### config.mk
export PLATFORM = sky130hd
export DESIGN_NAME = edzs_ctrl
export DESIGN_NICKNAME = d
export VERILOG_FILES = /design/src/hdl/edzs_pkg.sv /design/src/hdl/edzs_ctrl.sv /design/src/hdl/edzs_delay.sv
export SDC_FILE = /design/constraint.sdc
export NUM_CORES = 1
export LEC_CHECK = 0
export BUFFER_PORTS_ARGS = -buffer_cell sky130_fd_sc_hd__buf_2
export CORE_MARGIN = 2
export CORE_UTILIZATION = 56
export DETAILED_ROUTE_END_ITERATION = 7
export GPL_TIMING_DRIVEN = 1
export PLACE_DENSITY = 0.77
export SLEW_MARGIN = 20
export SYNTH_ARGS = -nofsm -noshare
export SYNTH_HDL_FRONTEND = slang
export SYNTH_SLANG_ARGS = --single-unit
export TNS_END_PERCENT = 1
### constraint.sdc
create_clock -name i_ref_clk -period 3.98 [get_ports i_ref_clk]
set_input_delay 0.796 -clock i_ref_clk [delete_from_list [all_inputs] [get_ports i_ref_clk]]
set_output_delay 0.796 -clock i_ref_clk [all_outputs]
set_load 0.03 [all_outputs]
### src/hdl/edzs_pkg.sv
package edzs_pkg;

    // clock rate
    localparam int unsigned CLK_HZ = 100_000_000;

    // documented times in their own units
    localparam int unsigned POWER_ON_MS = 150;
    localparam int unsigned DIR_RESP_MS = 1;
    localparam int unsigned ZERO_READY_MS = 1;

    // derived cycle counts (longest times round down)
    localparam int unsigned POWER_ON_CYC = POWER_ON_MS * (CLK_HZ / 1000);
    localparam int unsigned DIR_RESP_CYC = DIR_RESP_MS * (CLK_HZ / 1000);
    localparam int unsigned ZERO_READY_CYC = ZERO_READY_MS * (CLK_HZ / 1000);

    localparam int POS_W = 41;
    localparam int CNT_W = 25;
    localparam int DLY_W = 18;

    // reset values
    localparam logic [POS_W-1:0] POS_RST = 41'h000_0000_0000;
    localparam logic [CNT_W-1:0] CNT_RST = 25'h000_0000;
    localparam logic [DLY_W-1:0] DLY_RST = 18'h0_0000;

    typedef enum logic [1:0] {
        EDZS_ST_POWERUP = 2'b00,
        EDZS_ST_RUN     = 2'b01,
        EDZS_ST_FAULT   = 2'b10
    } edzs_state_type;

    // alarm inputs from the sensing front end
    typedef struct packed {
        logic sensor_err;
        logic light_err;
        logic temp_err;
    } edzs_alarm_type;

    // reported position with its qualifier
    typedef struct packed {
        logic valid;
        logic [POS_W-1:0] value;
    } edzs_pos_type;

endpackage

### src/hdl/edzs_ctrl.sv
// Notes on behaviour
// - Direction input low counts clockwise up; high counts clockwise down.
// - A fixed build option inverts the default counting sense.
// - Direction change after power-up is an error; fault output goes low.
// - Direction changes are acted upon well within 1 ms.
// - Position is marked invalid for 150 ms after power-on.
// - Zero-preset input makes the current shaft position the new zero.
// - Fault output high normally, low while any alarm is active.
// - Fault indication stays latched until power is removed; the code also clears it when i_resetn goes low.
// - Zeroed position becomes readable 1 ms after zero-preset assertion.
module edzs_ctrl
    import edzs_pkg::*;
#(
    parameter logic INVERT_DEFAULT = 1'b0,
    parameter logic [CNT_W-1:0] POWER_ON_CYCLES = CNT_W'(POWER_ON_CYC)
) (
    // clock and reset
    input  wire logic i_ref_clk,
    input  wire logic i_resetn,
    input  wire logic i_ce,
    // pins from the controller
    input  wire logic i_dir_pin,
    input  wire logic i_zero_pin,
    // sensing front end
    input  wire logic i_step,
    input  wire logic i_clockwise_sense,
    input  wire edzs_pkg::edzs_alarm_type i_alarm,
    // outputs
    output edzs_pkg::edzs_pos_type o_pos,
    output logic o_fault_n,
    output logic o_count_down
);
    import edzs_pkg::*;

    logic dir_s1_reg, dir_s2_reg, zero_s1_reg, zero_s2_reg, zero_d_reg;
    logic dir_cap_reg, dir_cap_next;
    logic [CNT_W-1:0] pon_reg, pon_next;
    edzs_state_type state_reg, state_next;
    logic [POS_W-1:0] raw_reg, raw_next;
    logic [POS_W-1:0] offs_reg, offs_next;
    edzs_pos_type pos_reg, pos_next;
    logic fault_n_reg, fault_n_next;
    logic down_reg, down_next;
    logic latch_reg, latch_next;
    logic zero_rise, zero_busy, zero_done;

    always_ff @(posedge i_ref_clk or negedge i_resetn) begin
        if (!i_resetn) begin
            dir_s1_reg <= 1'b0;
            dir_s2_reg <= 1'b0;
            zero_s1_reg <= 1'b0;
            zero_s2_reg <= 1'b0;
            zero_d_reg <= 1'b0;
        end else if (i_ce) begin
            dir_s1_reg <= i_dir_pin;
            dir_s2_reg <= dir_s1_reg;
            zero_s1_reg <= i_zero_pin;
            zero_s2_reg <= zero_s1_reg;
            zero_d_reg <= zero_s2_reg;
        end
    end

    assign zero_rise = zero_s2_reg & ~zero_d_reg;

    edzs_delay #(
        .LOAD(DLY_W'(ZERO_READY_CYC))
    ) u_zero_delay (
        .i_ref_clk(i_ref_clk),
        .i_resetn(i_resetn),
        .i_ce(i_ce),
        .i_start(zero_rise),
        .o_busy(zero_busy),
        .o_done(zero_done)
    );

    always_comb begin
        state_next = state_reg;
        pon_next = pon_reg;
        dir_cap_next = dir_cap_reg;
        latch_next = latch_reg;
        case (state_reg)
            EDZS_ST_POWERUP: begin
                if (pon_reg >= POWER_ON_CYCLES - 25'h000_0001) begin
                    dir_cap_next = dir_s2_reg;
                    state_next = EDZS_ST_RUN;
                end else begin
                    pon_next = pon_reg + 25'h000_0001;
                end
            end
            EDZS_ST_RUN: begin
                if (dir_s2_reg != dir_cap_reg) begin
                    latch_next = 1'b1;
                    state_next = EDZS_ST_FAULT;
                end
            end
            EDZS_ST_FAULT: begin
                latch_next = 1'b1;
            end
            default: begin
                state_next = EDZS_ST_POWERUP;
            end
        endcase
        if (i_alarm.sensor_err || i_alarm.light_err || i_alarm.temp_err) begin
            latch_next = 1'b1;
        end
    end

    always_comb begin
        // counting sense, follows the live input within cycles
        down_next = dir_s2_reg ^ INVERT_DEFAULT;
        raw_next = raw_reg;
        // step direction uses the registered sense down_reg, one cycle behind the synchronised level
        if (i_step) begin
            if (i_clockwise_sense ^ down_reg) begin
                raw_next = raw_reg + 41'h000_0000_0001;
            end else begin
                raw_next = raw_reg - 41'h000_0000_0001;
            end
        end
        offs_next = zero_rise ? raw_reg : offs_reg;
        pos_next.value = raw_reg - offs_reg;
        // valid only after hold-off and zero settle
        pos_next.valid = (state_reg != EDZS_ST_POWERUP) && !zero_busy && !zero_rise;
        if (zero_done) begin
            pos_next.valid = (state_reg != EDZS_ST_POWERUP);
        end
        // fault output low while alarm or latched error
        fault_n_next = ~latch_next;
    end

    always_ff @(posedge i_ref_clk or negedge i_resetn) begin
        if (!i_resetn) begin
            state_reg <= EDZS_ST_POWERUP;
            pon_reg <= CNT_RST;
            dir_cap_reg <= 1'b0;
            latch_reg <= 1'b0;
            down_reg <= INVERT_DEFAULT;
            raw_reg <= POS_RST;
            offs_reg <= POS_RST;
            pos_reg <= '0;
            fault_n_reg <= 1'b1;
        end else if (i_ce) begin
            state_reg <= state_next;
            pon_reg <= pon_next;
            dir_cap_reg <= dir_cap_next;
            latch_reg <= latch_next;
            down_reg <= down_next;
            raw_reg <= raw_next;
            offs_reg <= offs_next;
            pos_reg <= pos_next;
            fault_n_reg <= fault_n_next;
        end
    end

    assign o_pos = pos_reg;
    assign o_fault_n = fault_n_reg;
    assign o_count_down = down_reg;
endmodule

### src/hdl/edzs_delay.sv
// one-shot countdown: o_busy rises on start and o_done pulses after the load count
module edzs_delay
    import edzs_pkg::*;
#(
    parameter logic [DLY_W-1:0] LOAD = 18'h0_0001
) (
    // clock and reset
    input  wire logic i_ref_clk,
    input  wire logic i_resetn,
    input  wire logic i_ce,
    // control
    input  wire logic i_start,
    output logic o_busy,
    output logic o_done
);
    import edzs_pkg::*;

    logic [DLY_W-1:0] cnt_reg, cnt_next;
    logic busy_reg, busy_next;
    logic done_reg, done_next;

    always_comb begin
        cnt_next = cnt_reg;
        busy_next = busy_reg;
        done_next = 1'b0;
        if (i_start) begin
            cnt_next = LOAD;
            busy_next = 1'b1;
        end else if (busy_reg) begin
            if (cnt_reg <= 18'h0_0001) begin
                busy_next = 1'b0;
                done_next = 1'b1;
                cnt_next = DLY_RST;
            end else begin
                cnt_next = cnt_reg - 18'h0_0001;
            end
        end
    end

    always_ff @(posedge i_ref_clk or negedge i_resetn) begin
        if (!i_resetn) begin
            cnt_reg <= DLY_RST;
            busy_reg <= 1'b0;
            done_reg <= 1'b0;
        end else if (i_ce) begin
            cnt_reg <= cnt_next;
            busy_reg <= busy_next;
            done_reg <= done_next;
        end
    end

    assign o_busy = busy_reg;
    assign o_done = done_reg;
endmodule

# ---- Yosys cells after proc, flatten, opt, wreduce, memory -nomap -nowiden
# Cells that the tools add are included.
dict set report classes {
  mux 17
  order_cmp 2
  reduce_logical 15
  n_bitwise 6
  addsub 5
  eq_ne 5
}
# op count
set ops {}
lappend ops {{$mux W18} 3}
lappend ops {{$add A41 B1 Y41 const B} 1}
lappend ops {{$mux W41} 1}
lappend ops {{$sub A41 B1 Y41 const B} 1}
lappend ops {{$sub A41 B41 Y41} 1}
lappend ops {{$add A25 B1 Y25 const B} 1}
lappend ops {{$ge A25 B24 Y1 const B} 1}
lappend ops {{$le A18 B1 Y1 const B} 1}
lappend ops {{$sub A18 B1 Y18 const B} 1}
lappend ops {{$mux W1} 9}
lappend ops {{$pmux W2 S3} 1}
lappend ops {{$reduce_and A2 Y1} 3}
lappend ops {{$reduce_and A3 Y1} 2}
lappend ops {{$mux W2} 2}
lappend ops {{$ne A2 B2 Y1 const B} 2}
lappend ops {{$not A1 Y1} 4}
lappend ops {{$reduce_and A4 Y1} 1}
lappend ops {{$reduce_bool A2 Y1} 2}
lappend ops {{$eq A2 B1 Y1 const B} 1}
lappend ops {{$eq A2 B2 Y1 const B} 1}
lappend ops {{$logic_and A1 B1 Y1} 2}
lappend ops {{$logic_not A1 Y1} 2}
lappend ops {{$logic_not A2 Y1} 1}
lappend ops {{$logic_or A1 B1 Y1} 2}
lappend ops {{4 further kinds} 4}
dict set report word_totals {
  in_bits 10
  reg_bits 180
  output_inout_bits 44
}

# ---- Logic depth before layout (Yosys ltp)
dict set report logic_depth {
  ltp_word 5
  mapped_depth 16
  ltp_nobuf 13
}

# ---- Cells and area by module
# From an unflattened synthesis, not the netlist that was laid out.
dict set report unflattened {
  cells_unflattened 1290
  hier_area_um2 11707.5
}
# module seq_area_each_um2 cells_per_inst area_each_um2 n_inst
set modules_own_cells {}
lappend modules_own_cells {edzs_ctrl 4005.1 1156 10552.6 1}
lappend modules_own_cells {edzs_delay 500.5 134 1154.9 1}

# ---- Least setup slack after synthesis
# Ideal clock, no wire load.
dict set report synth_path {
  path_type {in2reg}
  from {input i_clockwise_sense}
  to {register raw_reg[40]}
  stages 15
  slack_ns -0.346
  n_path_buf 3
  arrival_time_ns 4.246
  t_required_ns 3.901
  path_cell_list {xnor2_1 clkbuf_1 buf_1 clkbuf_1 xnor2_1 ha_1 nor3_1 nor2_1 o2bb2a_2 a31oi_2 nor2_1 o211a_1 or3_1 a21oi_1 xor2_1}
}
dict set report synth_via {
  elab_chain_len 2
}
# element line_no
set synth_rtl {}
lappend synth_rtl {{start: declaration} edzs_ctrl.sv:26} ;# input wire logic i_clockwise_sense,
lappend synth_rtl {{$xor A1 B1 Y1} edzs_ctrl.sv:114} ;# if (i_clockwise_sense ^ down_reg) begin
lappend synth_rtl {{$mux W41} edzs_ctrl.sv:114}
lappend synth_rtl {{end signal: assignment} edzs_ctrl.sv:148} ;# raw_reg <= raw_next;
lappend synth_rtl {{end: declaration} edzs_ctrl.sv:39} ;# logic [POS_W-1:0] raw_reg, raw_next;
# Every way passes these cells.
# A chain may end at the register's enable or synchronous reset.

# ---- Final worst setup path
dict set report layout_path {
  from {register raw_reg[5]}
  to {register pos_reg (netlist bit o_pos[39])}
}
dict set report layout_via {
  elab_chain_len 1
}
# element line_no
set layout_rtl {}
lappend layout_rtl {{$sub A41 B41 Y41} edzs_ctrl.sv:121} ;# pos_next.value = raw_reg - offs_reg;
lappend layout_rtl {{end signal: assignment} edzs_ctrl.sv:150} ;# pos_reg <= pos_next;
lappend layout_rtl {{end: declaration} edzs_ctrl.sv:41} ;# edzs_pos_type pos_reg, pos_next;
# Every way passes these cells.

==> flow_metrics.env <==
export IMPL_critPathMaxFanout=14
export IMPL_post_cts_resized=0
export IMPL_hp_class="reg2reg"
export IMPL_grt_pass1_wl_um=42750
export IMPL_hold_viol_final=0
export IMPL_cts_sinks=180
export IMPL_dr_pass1_iters=5
export IMPL_synth_common_cells="dfrtp_1, nand2_1, nor2_1"
export IMPL_portBuffers=53
export IMPL_crit_required_ns=4.27
export IMPL_hpwl_um=18310
export IMPL_powerDensity_nw_per_um2=917.4
export IMPL_clkSlewWorstSetupHoldPaths_ns=0.07
export IMPL_wire_per_inst_um=16.76
export IMPL_num_rows=51
export IMPL_grt_use_total=0.2431
export IMPL_setup_ws_ns=0.3336
export IMPL_slew_viol_final=0
export IMPL_fin_crit_sh=0.9162
export IMPL_htree_levels=4
export IMPL_fin_worst_skew_ns=0.01258
export IMPL_fp_dieW_um=145.7
export IMPL_drive_above_1_share=0.1745
export IMPL_slew_headroom=0.5082
export IMPL_drc=0
export IMPL_vias_per_cell=5.988
export IMPL_drtAntennaViolNets=0
export IMPL_fin_nets=1300
export IMPL_grt_max_degree=82
export IMPL_synth_async_reset_ratio=1.000
export IMPL_start_util=0.5741
export IMPL_place_inst=1488
export IMPL_antenna_found_initial=0
export IMPL_pin_count=54
export IMPL_synth_cell_types=83
export IMPL_cts_tree="done"
export IMPL_finalSetupTns_ns=0
export IMPL_rsz0062_at_grt="false"
export IMPL_yosys_top_cells_area="dfrtp_1, mux2_2, ha_1"
export IMPL_cts_setup_buffers=0
export IMPL_vias=9102
export IMPL_synth_edf_count=0
export IMPL_end_kind="register"
export IMPL_syn2layout_area_growth_pct=9.979
export IMPL_min_period_ns=3.646
export IMPL_core_um2=19590
export IMPL_tightest_slew_ns=0.7378
export IMPL_cts_made_buffers=17
export IMPL_critical_path_class="reg2reg"
export IMPL_postCtsHoldBufs=0
export IMPL_ys_warnings_count=0
export IMPL_grt_pass1_vias=8672
export IMPL_gp_congestion=0.9063
export IMPL_ys_ff_latch=180
export IMPL_start_kind="register"
export IMPL_syn_inst=1209
export IMPL_drt_total_wl_um=25470
export IMPL_multiInputGateArea_um2=6267
export IMPL_max_freq_ghz=0.2742
export IMPL_synth_flop_cell="dfrtp_1"
export IMPL_max_cap_violations=0
export IMPL_seq_area_um2=4506
export IMPL_die_area_um2=21230
export IMPL_syn_area_um2=11250
export IMPL_synth_most_common_cell="dfrtp_1"
export IMPL_drt_iter0_drc=826
export IMPL_die_h_um=145.7
export IMPL_vdd_drop_max_mv=0.3260
export IMPL_cts_max_path_buffers=2
export IMPL_diodes=0
export IMPL_largest_register_ffs=42
export IMPL_overflow=0
export IMPL_ys_seq_area_frac=0.4006
export IMPL_synth_avg_cell_area_um2=9.303
export IMPL_power_leakage_nw=5.430
export IMPL_dp_slack_ns=0.4580
export IMPL_setup_viol=0
export IMPL_instances_no_fill=1520
export IMPL_clk_latency_ns=0.43
export IMPL_nFillCells=1649
export IMPL_reg2reg_slack_ns=0.33
export IMPL_synth_top_area_cell="dfrtp_1"
export IMPL_syn_nets=1267
export IMPL_cts_root_buf="clkbuf_16"
export IMPL_cp_data_arrival_time_ns=3.94
export IMPL_status="completed"
export IMPL_synth_top_cell_area_share=0.3983
[report_power, final]
group	total, mW	switching (mW)	internal, mW
Sequential	3.34	0.802	2.54
Combinational	6.36	3.65	2.71
Clock	1.64	0.739	0.903
[metal layers]
layer  part of all wire  up-vias  global-route usage
li1                   -     4378                   -
met1               0.46     4424              0.3453
met2               0.47      262              0.3866
met3              0.051       38             0.04201
met4              0.015        0             0.06667
met5                  0        -                   0
[area by class of cell]
class                   instances  share of cell area
repair buffers                 74             0.03672
flip-flops and latches        180              0.3643
well taps                     265             0.02681
inverters                      63             0.01912
clock inverters                13            0.009812
clock buffers                  19             0.03662
multi-input cells             906              0.5067
[per-stage QoR]
step,hold WS (ns),area [um^2],utilization,power [mW]
floorplan,0.4235,11260,-,8.058
global placement,0.3593,11800,0.6021,9.453
detailed placement,0.3632,11800,0.6021,9.628
CTS,0.3788,12370,0.6314,11.32
global route,0.3879,12370,0.6314,12.18
finish,0.3804,12370,0.6314,11.35
[worst paths after layout]
path | startpoint | end | cells past startpoint
hold / removal | pon_reg[24] | pon_reg[24] | 0
setup / recovery | raw_reg[5] | o_pos[39] | 12
setup reg to reg | raw_reg[5] | o_pos[39] | 12
max in group asynchronous | i_resetn | raw_reg[31] | 2
hold reg to reg | pon_reg[24] | pon_reg[24] | 0
min in group asynchronous | i_resetn | pon_reg[12] | 1
[placed cells by master (no fill, tap or decap), types with 40 or more instances in the layout]
cell and count:
xnor2_1 61, xor2_1 47, ha_1 47, nor2_1 95, a21oi_1 75, buf_2 52
nand3_1 40, dfrtp_1 179, o21ai_0 51, mux2_2 75, nand2_1 99, inv_1 63
[critical path, stage by stage (launching register included)]
cell       delay [ns]
dfrtp_1          0.56
ha_1             0.46
o211ai_1         0.15
a2111oi_0        0.44
o41ai_1          0.14
buf_4            0.18
a31oi_1          0.41
nand3_1          0.22
a21oi_2          0.31
o21ai_1          0.11
a31oi_1          0.21
xnor2_1          0.20
a21oi_1          0.12
[kinds of logic after synthesis]
| logic type | Yosys count | synth area share |
|---|---|---|
| simple gates | 411 | 0.1890 |
| xor+xnor | 110 | 0.08633 |
| flops | 180 | 0.4006 |
| compound gates | 252 | 0.1420 |
| buf+inv | 123 | 0.04405 |
| fa+ha+maj | 48 | 0.05407 |
| mux | 85 | 0.08399 |
No activity file was read; power rests on OpenSTA's default activity.
